===== src/design/backplane_tx_framer_regs.vh =====
// Register map, field positions, reset values and frame constants of the
// backplane transmit framer.
// Assumes a Wishbone byte address of four bits, one 32-bit word per register.
`ifndef BACKPLANE_TX_FRAMER_REGS_VH
`define BACKPLANE_TX_FRAMER_REGS_VH

// ************************************************************
// Register byte addresses
// ************************************************************
`define BTF_CTRL_ADDR      4'h0
`define BTF_SERDES_ADDR    4'h4
`define BTF_STATUS_ADDR    4'h8

// ************************************************************
// Control register fields
// ************************************************************
`define BTF_PAR_INH        0
`define BTF_PAR_ERR        1
`define BTF_FRM_ERR        2
`define BTF_AIS            3
`define BTF_SCR_EN         4
`define BTF_PWR_DN         5
`define BTF_SOFT_OFF       6
`define BTF_BUF_CLR        7
`define BTF_QRATE          8
`define BTF_RDI_EN         9
`define BTF_TRANSP         10
`define BTF_CTRL_W         11
`define BTF_CTRL_RST       11'h010

// ************************************************************
// Serializer register fields
// ************************************************************
`define BTF_EQ_LSB         0
`define BTF_AMP            3
`define BTF_GPC_LSB        8
`define BTF_SERDES_RST     16'h0000

// ************************************************************
// Status register fields
// ************************************************************
`define BTF_GPS_LSB        0
`define BTF_LEVEL_LSB      8
`define BTF_OVFL           11

// ************************************************************
// Frame geometry and overhead values
// ************************************************************
`define BTF_SLOT_LAST      6'd47
`define BTF_COL_LAST_STD   7'd89
`define BTF_ROW_LAST_STD   4'd8
`define BTF_COL_LAST_SHORT 7'd5
`define BTF_ROW_LAST_SHORT 4'd1
`define BTF_A1_LAST3       6'd45
`define BTF_A2_FIRST3      6'd3
`define BTF_A1_VAL         8'hf6
`define BTF_A1_ERR_VAL     8'hf7
`define BTF_A2_VAL         8'h28
`define BTF_PAR_ERR_MASK   8'h80
`define BTF_SCR_SEED       7'h7f
`define BTF_KEEP_CHANNEL   36
`define BTF_FIFO_DEPTH     4

`endif


===== src/design/backplane_tx_framer.v =====
// Backplane transmit framer for one channel: framing, section parity,
// scrambling, alarm fill, remote defect and quarter-rate expansion.
// Assumes one core byte per cycle with valid, a frame-sync pulse on the first
// byte of each frame and a serializer that pulls bytes with a ready.
//
// Local design decisions: register access over Wishbone and the address map.
`timescale 1ns/1ns
`include "backplane_tx_framer_regs.vh"

module backplane_tx_framer #(
  parameter CHANNEL_INDEX = 0
) (
  input  wire        mclk_in,
  input  wire        rst_b_in,
  input  wire        wb_cyc_in,
  input  wire        wb_stb_in,
  input  wire        wb_we_in,
  input  wire [3:0]  wb_adr_in,
  input  wire [3:0]  wb_sel_in,
  input  wire [31:0] wb_dat_in,
  output reg  [31:0] wb_dat_out,
  output reg         wb_ack_out,
  input  wire [7:0]  core_data_in,
  input  wire        core_valid_in,
  input  wire        core_sync_in,
  input  wire        short_frame_in,
  input  wire        rx_alarm_in,
  output reg  [7:0]  tx_data_out,
  output reg         tx_valid_out,
  input  wire        tx_ready_in,
  output reg         tx_power_down_out,
  output reg         tx_enable_out,
  output reg  [2:0]  drive_equalization_select_out,
  output reg         output_amplitude_select_out,
  output reg  [7:0]  serializer_gp_control_out,
  input  wire [7:0]  serializer_gp_status_in
);

  // ************************************************************
  // Functions
  // ************************************************************
  // Eight keystream bits MSB first, then the advanced state
  function [14:0] scr_step;
    input [6:0] s;
    reg   [6:0] st;
    reg   [7:0] ks;
    integer     i;
    begin
      st = s;
      ks = 8'h00;
      for (i = 7; i >= 0; i = i - 1) begin
        ks[i] = st[6];
        st = {st[5:0], st[6] ^ st[5]};
      end
      scr_step = {st, ks};
    end
  endfunction

  // Byte idx of the fourfold bit expansion of b
  function [7:0] expand;
    input [7:0] b;
    input [1:0] idx;
    reg         hi;
    reg         lo;
    begin
      hi = b[3'd7 - {idx, 1'b0}];
      lo = b[3'd6 - {idx, 1'b0}];
      expand = {{4{hi}}, {4{lo}}};
    end
  endfunction

  // ************************************************************
  // Registers
  // ************************************************************
  reg  [`BTF_CTRL_W-1:0] ctrl;
  reg  [15:0]            serdes;
  reg                    overflow;
  wire                   wb_req = wb_cyc_in & wb_stb_in & ~wb_ack_out;

  // ************************************************************
  // Control field decode
  // ************************************************************
  wire par_inh   = ctrl[`BTF_PAR_INH];
  wire par_err   = ctrl[`BTF_PAR_ERR];
  wire frm_err   = ctrl[`BTF_FRM_ERR];
  wire transp    = ctrl[`BTF_TRANSP];
  wire ais_on    = ctrl[`BTF_AIS] & ~transp;
  wire scr_en    = ctrl[`BTF_SCR_EN];
  wire soft_off  = ctrl[`BTF_SOFT_OFF];
  wire buf_clr   = ctrl[`BTF_BUF_CLR];
  wire qrate     = ctrl[`BTF_QRATE];
  wire rdi_en    = ctrl[`BTF_RDI_EN];

  reg  [2:0] level;
  reg  [7:0] gps;

  // ************************************************************
  // Register bus, one wait state per access
  // ************************************************************
  // Ack registered so a held request is taken only once
  always @(posedge mclk_in or negedge rst_b_in) begin
    if (!rst_b_in) begin
      ctrl       <= `BTF_CTRL_RST;
      serdes     <= `BTF_SERDES_RST;
      wb_ack_out <= 1'b0;
      wb_dat_out <= 32'h0000_0000;
      gps        <= 8'h00;
    end else begin
      gps        <= serializer_gp_status_in;
      wb_ack_out <= wb_req;
      wb_dat_out <= 32'h0000_0000;
      if (wb_req && wb_we_in) begin
        if (wb_adr_in == `BTF_CTRL_ADDR) begin
          if (wb_sel_in[0])
            ctrl[7:0] <= wb_dat_in[7:0];
          if (wb_sel_in[1])
            ctrl[`BTF_CTRL_W-1:8] <= wb_dat_in[`BTF_CTRL_W-1:8];
        end
        if (wb_adr_in == `BTF_SERDES_ADDR) begin
          if (wb_sel_in[0])
            serdes[7:0] <= wb_dat_in[7:0];
          if (wb_sel_in[1])
            serdes[15:8] <= wb_dat_in[15:8];
        end
      end
      if (wb_req && !wb_we_in) begin
        case (wb_adr_in)
          `BTF_CTRL_ADDR: begin
            wb_dat_out <= {21'h000000, ctrl};
          end
          `BTF_SERDES_ADDR: begin
            wb_dat_out <= {16'h0000, serdes};
          end
          `BTF_STATUS_ADDR: begin
            wb_dat_out <= {20'h00000, overflow, level, gps};
          end
          default: begin
            wb_dat_out <= 32'h0000_0000;
          end
        endcase
      end
    end
  end

  // ************************************************************
  // Serializer controls
  // ************************************************************
  // All registered so the macro never sees decode glitches
  always @(posedge mclk_in or negedge rst_b_in) begin
    if (!rst_b_in) begin
      tx_power_down_out             <= 1'b0;
      tx_enable_out                 <= 1'b0;
      drive_equalization_select_out <= 3'h0;
      output_amplitude_select_out   <= 1'b0;
      serializer_gp_control_out     <= 8'h00;
    end else begin
      // Channel 36 keeps its port powered by design
      tx_power_down_out <= ctrl[`BTF_PWR_DN] & (CHANNEL_INDEX != `BTF_KEEP_CHANNEL);
      tx_enable_out     <= ~soft_off;
      drive_equalization_select_out <= serdes[`BTF_EQ_LSB+2:`BTF_EQ_LSB];
      output_amplitude_select_out   <= serdes[`BTF_AMP];
      serializer_gp_control_out     <= serdes[`BTF_GPC_LSB+7:`BTF_GPC_LSB];
    end
  end

  // ************************************************************
  // Frame position counters
  // ************************************************************
  reg  [5:0] slot;
  reg  [6:0] col;
  reg  [3:0] row;
  // Sync forces position zero in its own cycle
  wire [5:0] p_slot = core_sync_in ? 6'd0 : slot;
  wire [6:0] p_col  = core_sync_in ? 7'd0 : col;
  wire [3:0] p_row  = core_sync_in ? 4'd0 : row;
  wire [6:0] col_last = short_frame_in ? `BTF_COL_LAST_SHORT : `BTF_COL_LAST_STD;
  wire [3:0] row_last = short_frame_in ? `BTF_ROW_LAST_SHORT : `BTF_ROW_LAST_STD;
  wire       running  = core_valid_in & ~soft_off;

  always @(posedge mclk_in or negedge rst_b_in) begin
    if (!rst_b_in) begin
      slot <= 6'd0;
      col  <= 7'd0;
      row  <= 4'd0;
    end else if (soft_off) begin
      slot <= 6'd0;
      col  <= 7'd0;
      row  <= 4'd0;
    end else if (core_valid_in) begin
      slot <= p_slot + 6'd1;
      col  <= p_col;
      row  <= p_row;
      if (p_slot == `BTF_SLOT_LAST) begin
        slot <= 6'd0;
        col  <= p_col + 7'd1;
        if (p_col >= col_last) begin
          col <= 7'd0;
          row <= (p_row >= row_last) ? 4'd0 : p_row + 4'd1;
        end
      end
    end
  end

  // ************************************************************
  // Overhead insertion and scrambling
  // ************************************************************
  reg  [6:0]  scr;
  reg  [7:0]  bip_acc;
  reg  [7:0]  bip_prev;
  reg  [7:0]  hold;
  reg  [7:0]  b;
  reg  [7:0]  s_byte;
  reg  [7:0]  out_byte;
  wire [14:0] scr_nx   = scr_step(scr);
  wire        row0     = p_row == 4'd0;
  wire        is_a1    = row0 && p_col == 7'd0;
  wire        is_a2    = row0 && p_col == 7'd1;
  wire        is_jz    = row0 && p_col == 7'd2;
  wire        is_b1    = p_row == 4'd1 && p_col == 7'd0;
  wire        is_k2    = p_row == 4'd4 && p_col == 7'd2 && p_slot == 6'd0;
  wire        unscr    = row0 && p_col < 7'd3;
  wire        first    = ~qrate | (p_slot[1:0] == 2'd0);
  wire        in_line  = p_row >= 4'd3 || p_col >= 7'd3;
  wire        frame_start = is_a1 && p_slot == 6'd0;

  always @* begin
    b = core_data_in;
    if (ais_on && !(is_a1 || is_a2 || is_b1)) begin
      if (is_jz)
        b = {2'b00, p_slot};
      else if (in_line)
        b = 8'hff;
    end
    if (is_a1 && (ais_on || p_slot >= `BTF_A1_LAST3))
      b = frm_err ? `BTF_A1_ERR_VAL : `BTF_A1_VAL;
    if (is_a2 && (ais_on || p_slot < `BTF_A2_FIRST3))
      b = `BTF_A2_VAL;
    if (is_b1 && p_slot == 6'd0 && !par_inh)
      b = bip_prev ^ (par_err ? `BTF_PAR_ERR_MASK : 8'h00);
    // Applied last so neither alarm fill nor other overhead can mask it
    if (is_k2 && rdi_en && rx_alarm_in)
      b[2:0] = 3'b000;
    s_byte = (scr_en && !unscr) ? b ^ scr_nx[7:0] : b;
  end

  // ************************************************************
  // Output select and quarter-rate expansion
  // ************************************************************
  // Group followers replay the held leader byte
  always @* begin
    out_byte = s_byte;
    if (transp)
      out_byte = core_data_in;
    else if (qrate)
      out_byte = expand(first ? s_byte : hold, p_slot[1:0]);
  end

  // ************************************************************
  // Scrambler state and group hold
  // ************************************************************
  always @(posedge mclk_in or negedge rst_b_in) begin
    if (!rst_b_in) begin
      scr  <= `BTF_SCR_SEED;
      hold <= 8'h00;
    end else if (running && first) begin
      hold <= s_byte;
      // Reseeded across the unscrambled row-0 overhead, frame aligned
      scr  <= unscr ? `BTF_SCR_SEED : scr_nx[14:8];
    end
  end

  // ************************************************************
  // Section parity
  // ************************************************************
  // Leaders only, the rest are copies after expansion
  always @(posedge mclk_in or negedge rst_b_in) begin
    if (!rst_b_in) begin
      bip_acc  <= 8'h00;
      bip_prev <= 8'h00;
    end else if (running && first) begin
      if (frame_start) begin
        bip_prev <= bip_acc;
        bip_acc  <= s_byte;
      end else begin
        bip_acc <= bip_acc ^ s_byte;
      end
    end
  end

  // ************************************************************
  // Output FIFO
  // ************************************************************
  // Core stream cannot stall; a full FIFO drops the byte and flags it
  reg  [7:0] mem [0:`BTF_FIFO_DEPTH-1];
  reg  [1:0] wr_ptr;
  reg  [1:0] rd_ptr;
  wire       flush = soft_off | buf_clr;
  wire       rd_en = tx_ready_in && level != 3'd0 && !flush;
  wire       wr_ok = running && !buf_clr && (level != 3'd4 || rd_en);
  integer    k;

  always @(posedge mclk_in or negedge rst_b_in) begin
    if (!rst_b_in) begin
      wr_ptr   <= 2'd0;
      rd_ptr   <= 2'd0;
      level    <= 3'd0;
      overflow <= 1'b0;
      for (k = 0; k < `BTF_FIFO_DEPTH; k = k + 1)
        mem[k] <= 8'h00;
    end else if (flush) begin
      wr_ptr   <= 2'd0;
      rd_ptr   <= 2'd0;
      level    <= 3'd0;
      overflow <= 1'b0;
    end else begin
      if (rd_en)
        rd_ptr <= rd_ptr + 2'd1;
      if (wr_ok) begin
        mem[wr_ptr] <= out_byte;
        wr_ptr      <= wr_ptr + 2'd1;
      end
      if (running && !wr_ok)
        overflow <= 1'b1;
      // Level one bit wider than pointers, so full and empty differ
      level <= level + {2'b00, wr_ok} - {2'b00, rd_en};
    end
  end

  // ************************************************************
  // Serializer handoff register
  // ************************************************************
  always @(posedge mclk_in or negedge rst_b_in) begin
    if (!rst_b_in) begin
      tx_data_out  <= 8'h00;
      tx_valid_out <= 1'b0;
    end else if (flush) begin
      tx_data_out  <= 8'h00;
      tx_valid_out <= 1'b0;
    end else begin
      tx_valid_out <= rd_en;
      if (rd_en)
        tx_data_out <= mem[rd_ptr];
    end
  end

endmodule


===== config.mk =====
export PLATFORM = sky130hd
export DESIGN_NAME = backplane_tx_framer
export DESIGN_NICKNAME = d
export VERILOG_FILES = /design/src/design/backplane_tx_framer.v
export VERILOG_INCLUDE_DIRS = /design/src /design/src/design
export SDC_FILE = /design/constraint.sdc
export NUM_CORES = 1
export LEC_CHECK = 0
export ABC_CLOCK_PERIOD_IN_PS = 4750
export BUFFER_PORTS_ARGS = -buffer_cell sky130_fd_sc_hd__buf_2
export CELL_PAD_IN_SITES_DETAIL_PLACEMENT = 0
export CELL_PAD_IN_SITES_GLOBAL_PLACEMENT = 1
export CORE_ASPECT_RATIO = 0.6
export CORE_MARGIN = 4
export CORE_UTILIZATION = 34
export DETAILED_ROUTE_END_ITERATION = 10
export PLACE_DENSITY_LB_ADDON = 0.1
export SYNTH_ARGS = -nofsm -noshare
export SYNTH_HDL_FRONTEND = slang
export SYNTH_SLANG_ARGS = --single-unit

===== constraint.sdc =====
create_clock -name mclk_in -period 4.75 [get_ports mclk_in]
set_clock_uncertainty 0.2 [all_clocks]
set_input_delay 0.95 -clock mclk_in [delete_from_list [all_inputs] [get_ports mclk_in]]
set_output_delay 0.95 -clock mclk_in [all_outputs]
set_load 0.005 [all_outputs]

* Yosys cells after proc, flatten, opt, wreduce, memory -nomap -nowiden
Index checks and enable logic that the tools add are counted.
Storage, ports and cells: flip-flop bits (word level) 179, output and inout port bits 56, word-level logic and storage cells 190
Operators by class: add/subtract/negate cells 9, order comparisons 12, equal/unequal tests 8, multiplexer cells 54, bitwise operators 24, reductions and logical operators 54
Operator list (count):
- $mux W8 | 17
- $mux W7 | 7
- $pmux W16 S3 | 1
- $bwmux W32 | 1
- $mux W4 | 7
- $logic_and A1 B1 Y1 | 25
- $mux W6 | 4
- $xor A8 B8 Y8 | 3
- $bmux W8 S2 | 1
- $demux W8 S2 | 1
- $mux W16 | 1
- $reduce_and A3 Y1 | 4
- $eq A4 B3 Y1 const B | 2
- $logic_not A4 Y1 | 2
- $lt A3 B4 Y1 const B | 2
- $mux W2 | 4
- $reduce_bool A2 Y1 | 4
- $xor A1 B1 Y1 | 8
- $add A7 B1 Y7 const B | 1
- $eq A7 B1 Y1 const B | 1
- $eq A7 B2 Y1 const B | 1
- $ge A7 B2 Y1 const B | 1
- $ge A7 B7 Y1 | 1
- $logic_not A1 Y1 | 7
- 30 further kinds | 55

* Logic depth before layout (Yosys ltp)
word-level depth 20, depth in mapped cells 16

* Worst setup path before layout
OpenSTA, ideal clock, no wires.
kind input to register, start point input core_sync_in, end point register mem[0] in the netlist's numbering, arrival time 4480 ps, setup slack -65 ps, cell stages on the path 15, path buffers 4, path through buf_1 -> clkbuf_1 -> clkbuf_1 -> clkbuf_1 -> nand2b_1 -> ha_1 -> nor4b_1 -> a22oi_1 -> or2_1 -> nor4_1 -> a221oi_4 -> xor2_2 -> o221a_4 -> a211oi_2 -> o31ai_1
On the way: word-level cells in the longest chain between the ends 20
RTL lines:
- from (decl) | RTL line backplane_tx_framer.v:25 | input wire core_sync_in,
- parallel branches: the longest is 17 deep, another holds $ge A7 B2 Y1
- $mux W8 * | RTL line backplane_tx_framer.v:254 | else if (qrate)
- $mux W8 * | RTL line backplane_tx_framer.v:252 | if (transp)
- $bwmux W32 * | RTL line backplane_tx_framer.v:319 | mem[wr_ptr] <= out_byte;
- to (signal, indexed assignment) | RTL line backplane_tx_framer.v:319
- to (decl) | RTL line backplane_tx_framer.v:294 | reg [7:0] mem [0:`BTF_FIFO_DEPTH-1];
Mark *: on every way between the ends. The select of a mux whose other input is x is not followed. A chain may end at the register's enable or synchronous reset.

* Worst setup path in the final report
start point input core_sync_in, end point register mem[21] in the netlist's numbering
On the way: word-level cells in the longest chain between the ends 20
RTL lines (RTL line):
- parallel branches: the longest is 17 deep, another holds $ge A7 B2 Y1
- $mux W8 * | backplane_tx_framer.v:254
- $mux W8 * | backplane_tx_framer.v:252
- $bwmux W32 * | backplane_tx_framer.v:319
Marks and branches as above.

==> run_results.csv <==
group,metric,value,unit
synth,synthAdderAreaFrac,0.0338,
die,core,0.0242,sq mm
synth,async_reset_ff_frac,1.00,
global_route,grt_pass1_wl,38.9,mm
clocking,cts_tree,"built",
die,dieArea,0.0273,sq mm
synth,yosysTopAreaCell,"dfrtp_1",
cells_and_area,final_common_cell,"dfrtp_1",
worst_setup_path,startpoint_type,"input port",
synth,synth_compound_area_frac,0.162,
sta,tightest_slew,0.933,ns
power_and_ir_drop,ir_worst_vdd,0.000227,V
synth,ys_warn_count,0,
synth,synth_mux_area_frac,0.0761,
die,io_pins,122,
global_route,grt_overflow,0,
synth,yosysSeqAreaShare,0.488,
sta,drv_slew,0,
synth,synth_cell_type_count,73,
synth,synth_xor_area_frac,0.0302,
routing,drt-pass1-iter-count,6,
power_and_ir_drop,p_per_area,458,mW/mm^2
synth,synth_top_family_by_area,"simple AND/OR/NAND/NOR gates",
worst_setup_path,end_kind,"flop",
clocking,clock_latency,0.44,ns
sta,hold_ws,0.192,ns
routing,wl_per_cell,19.4,um
synth,ys_ff_latch,163,
synth,synth_edf_count,0,
synth,yosys.area_share.simple,0.164,
routing,ant_nets,0,
clocking,cts_buffers,17,
worst_setup_path,critical_path.max_fanout,23,
routing,viasPerCell,5.23,
sta,rsz0062_at_grt,"false",
sta,max_freq,235,MHz
global_route,grt_pass1_vias,6678,
sta,fin_crit,4.25,ns
global_route,antenna_found_initial,1,
cells_and_area,final_nets,1012,
die,die-width,211,um
power_and_ir_drop,leakagePower,4.63,nW
clocking,cts-htree-levels,4,
place,place_congestion,0.884,
worst_setup_path,crit_required,4.87,ns
clocking,hold_buffers,0,
global_route,grt_use_total,0.184,
die,start_util,0.346,
synth,ys_top_cells_by_area,"dfrtp_1, nand2_1, mux2_2",
place,port_buffers,87,
clocking,clockRootBuffer,"clkbuf_16",
clocking,cts_resized,0,
die,dieHeight,130,um
cells_and_area,num_antenna_cells,0,
worst_hold_path,hold_class,"reg2reg",
clocking,post-cts-setup-buffer-count,0,
sta,hold_viol,0,
synth,synth_top_cell_area_share,0.463,
die,rows,44,
sta,finalCritPeriodShare,0.894,
synth,netlist_instances,826,
clocking,clock_path_buffers,2,
worst_setup_path,worstSetupPathType,"in2reg",
place,hpwl,17.9,mm
synth,synth-main-ff-cell,"dfrtp_1",
clocking,clkSinkCount,163,
cells_and_area,area_delta_synth_final,18.0,%
sta,slew_headroom,0.378,
routing,finalWirelength,24.4,mm
worst_setup_path,arrival,4.37,ns
cells_and_area,most-common-layout-cells,"dfrtp_1, nand2_1, buf_2",
synth,syn-cell-area,0.00837,sq mm
cells_and_area,final_layout_size_suffix_gt1_frac,0.238,
clocking,path_clk_slew,0.07,ns
sta,fin_tns_setup,0,ns
cells_and_area,final_cell_area,0.00988,sq mm
routing,dr_total_vias,6587,
place,placed_cell_area,0.00927,sq mm
routing,drc,0,
flow_run,drv_cap,0,
run_status,run_status,"complete, no violations",
synth,syn_avg_cell_area,10.1,sq um
sta,setup_viol,0,
global_route,grt_max_degree,100,
routing,drt-initial-drc-count,469,
-- through the flow --
stage,total power (W),cells,setup slack (ns),utilization
floorplan,0.00273,841,0.0360,-
global placement,0.00305,1227,0.185,0.383
CTS,0.00458,1259,0.582,0.408
finish,0.00452,1259,0.502,0.408
detailed placement,0.00311,1227,0.113,0.383
global route,0.00481,1259,0.270,0.408
-- metal layers --
layer	up-vias	part of all wire	GRT usage
li1	3097	-	-
met1	3299	0.54	0.287
met2	172	0.40	0.251
met3	17	0.056	0.0513
met4	2	0.0099	0.0450
met5	-	0.00053	0
-- path summary, 6_finish.rpt --
kind,start,endpoint,slack (ns),cells past startpoint
max,core_sync_in,mem[21],0.50,13
min,serdes[15],serializer_gp_control_out[7],0.19,0
max reg2reg,slot[1],mem[24],1.02,12
min reg2reg,serdes[15],serializer_gp_control_out[7],0.19,0
max in group asynchronous,rst_b_in,wb_dat_out[4],3.03,2
min in group asynchronous,rst_b_in,rd_ptr[1],0.43,1
-- power by group --
part	leakage, nW	switching, W	internal (W)
Sequential	2.09	0.000289	0.00173
Combinational	2.25	0.000545	0.000513
Clock	0.290	0.000593	0.000858
-- critical path: stages --
cell,delay [ns]
buf_2,0.35
nand2b_1,0.26
inv_1,0.09
ha_1,0.23
or2_1,0.28
or3_1,0.38
a21o_1,0.26
a21o_1,0.19
o2111ai_1,0.22
nand4_1,0.16
o221ai_1,0.44
nand3_1,0.27
a22o_1,0.27
-- area by class of cell --
| type | instances | area, sq um |
|---|---|---|
| clock buffer | 21 | 460 |
| clock inverter | 11 | 153 |
| fill | 2389 | 14300 |
| inverter | 32 | 120 |
| multi-input combinational | 594 | 3980 |
| sequential | 163 | 4090 |
| tap | 322 | 403 |
| timing repair buffer | 116 | 672 |
-- kinds of logic after synthesis --
group,count (synthesis)
simple gates,289
fa+ha+maj,22
buf+inv,84
compound gates,190
flops,163
mux,49
other cells,1
xor+xnor,28
-- cell usage after synthesis, types with 4 or more instances --
library cell,instances
dfrtp_1,155
nand2_1,117
nor2_1,74
a21oi_1,48
mux2_2,37
clkbuf_1,30
inv_1,29
ha_1,21
o31ai_1,21
buf_4,17
a22oi_1,16
xnor2_1,16
nand3_1,15
o21ai_0,15
a31oi_1,14
a22o_1,13
nor3_1,12
nand2b_1,11
xor2_1,11
nor2b_1,9
a21o_1,8
dfstp_2,8
mux4_2,8
nand4_1,8
a211oi_1,7
and2_1,6
and3_1,5
nor4b_1,5
o211ai_1,5
o21a_1,5
or3_1,5
a211oi_2,4
mux2i_1,4
nor4_1,4
-- registers in the layout, indices dropped and copies added, names as in the netlist, 3 cells and up --
name	cells
mem	32
serdes	16
wb_dat_out	16
ctrl	11
bip_acc	8
bip_prev	8
gps	8
hold	8
serializer_gp_control_out	8
tx_data_out	8
col	7
scr	7
slot	6
row	4
drive_equalization_select_out	3
level	3
Power figures use the tool's default switching activity.
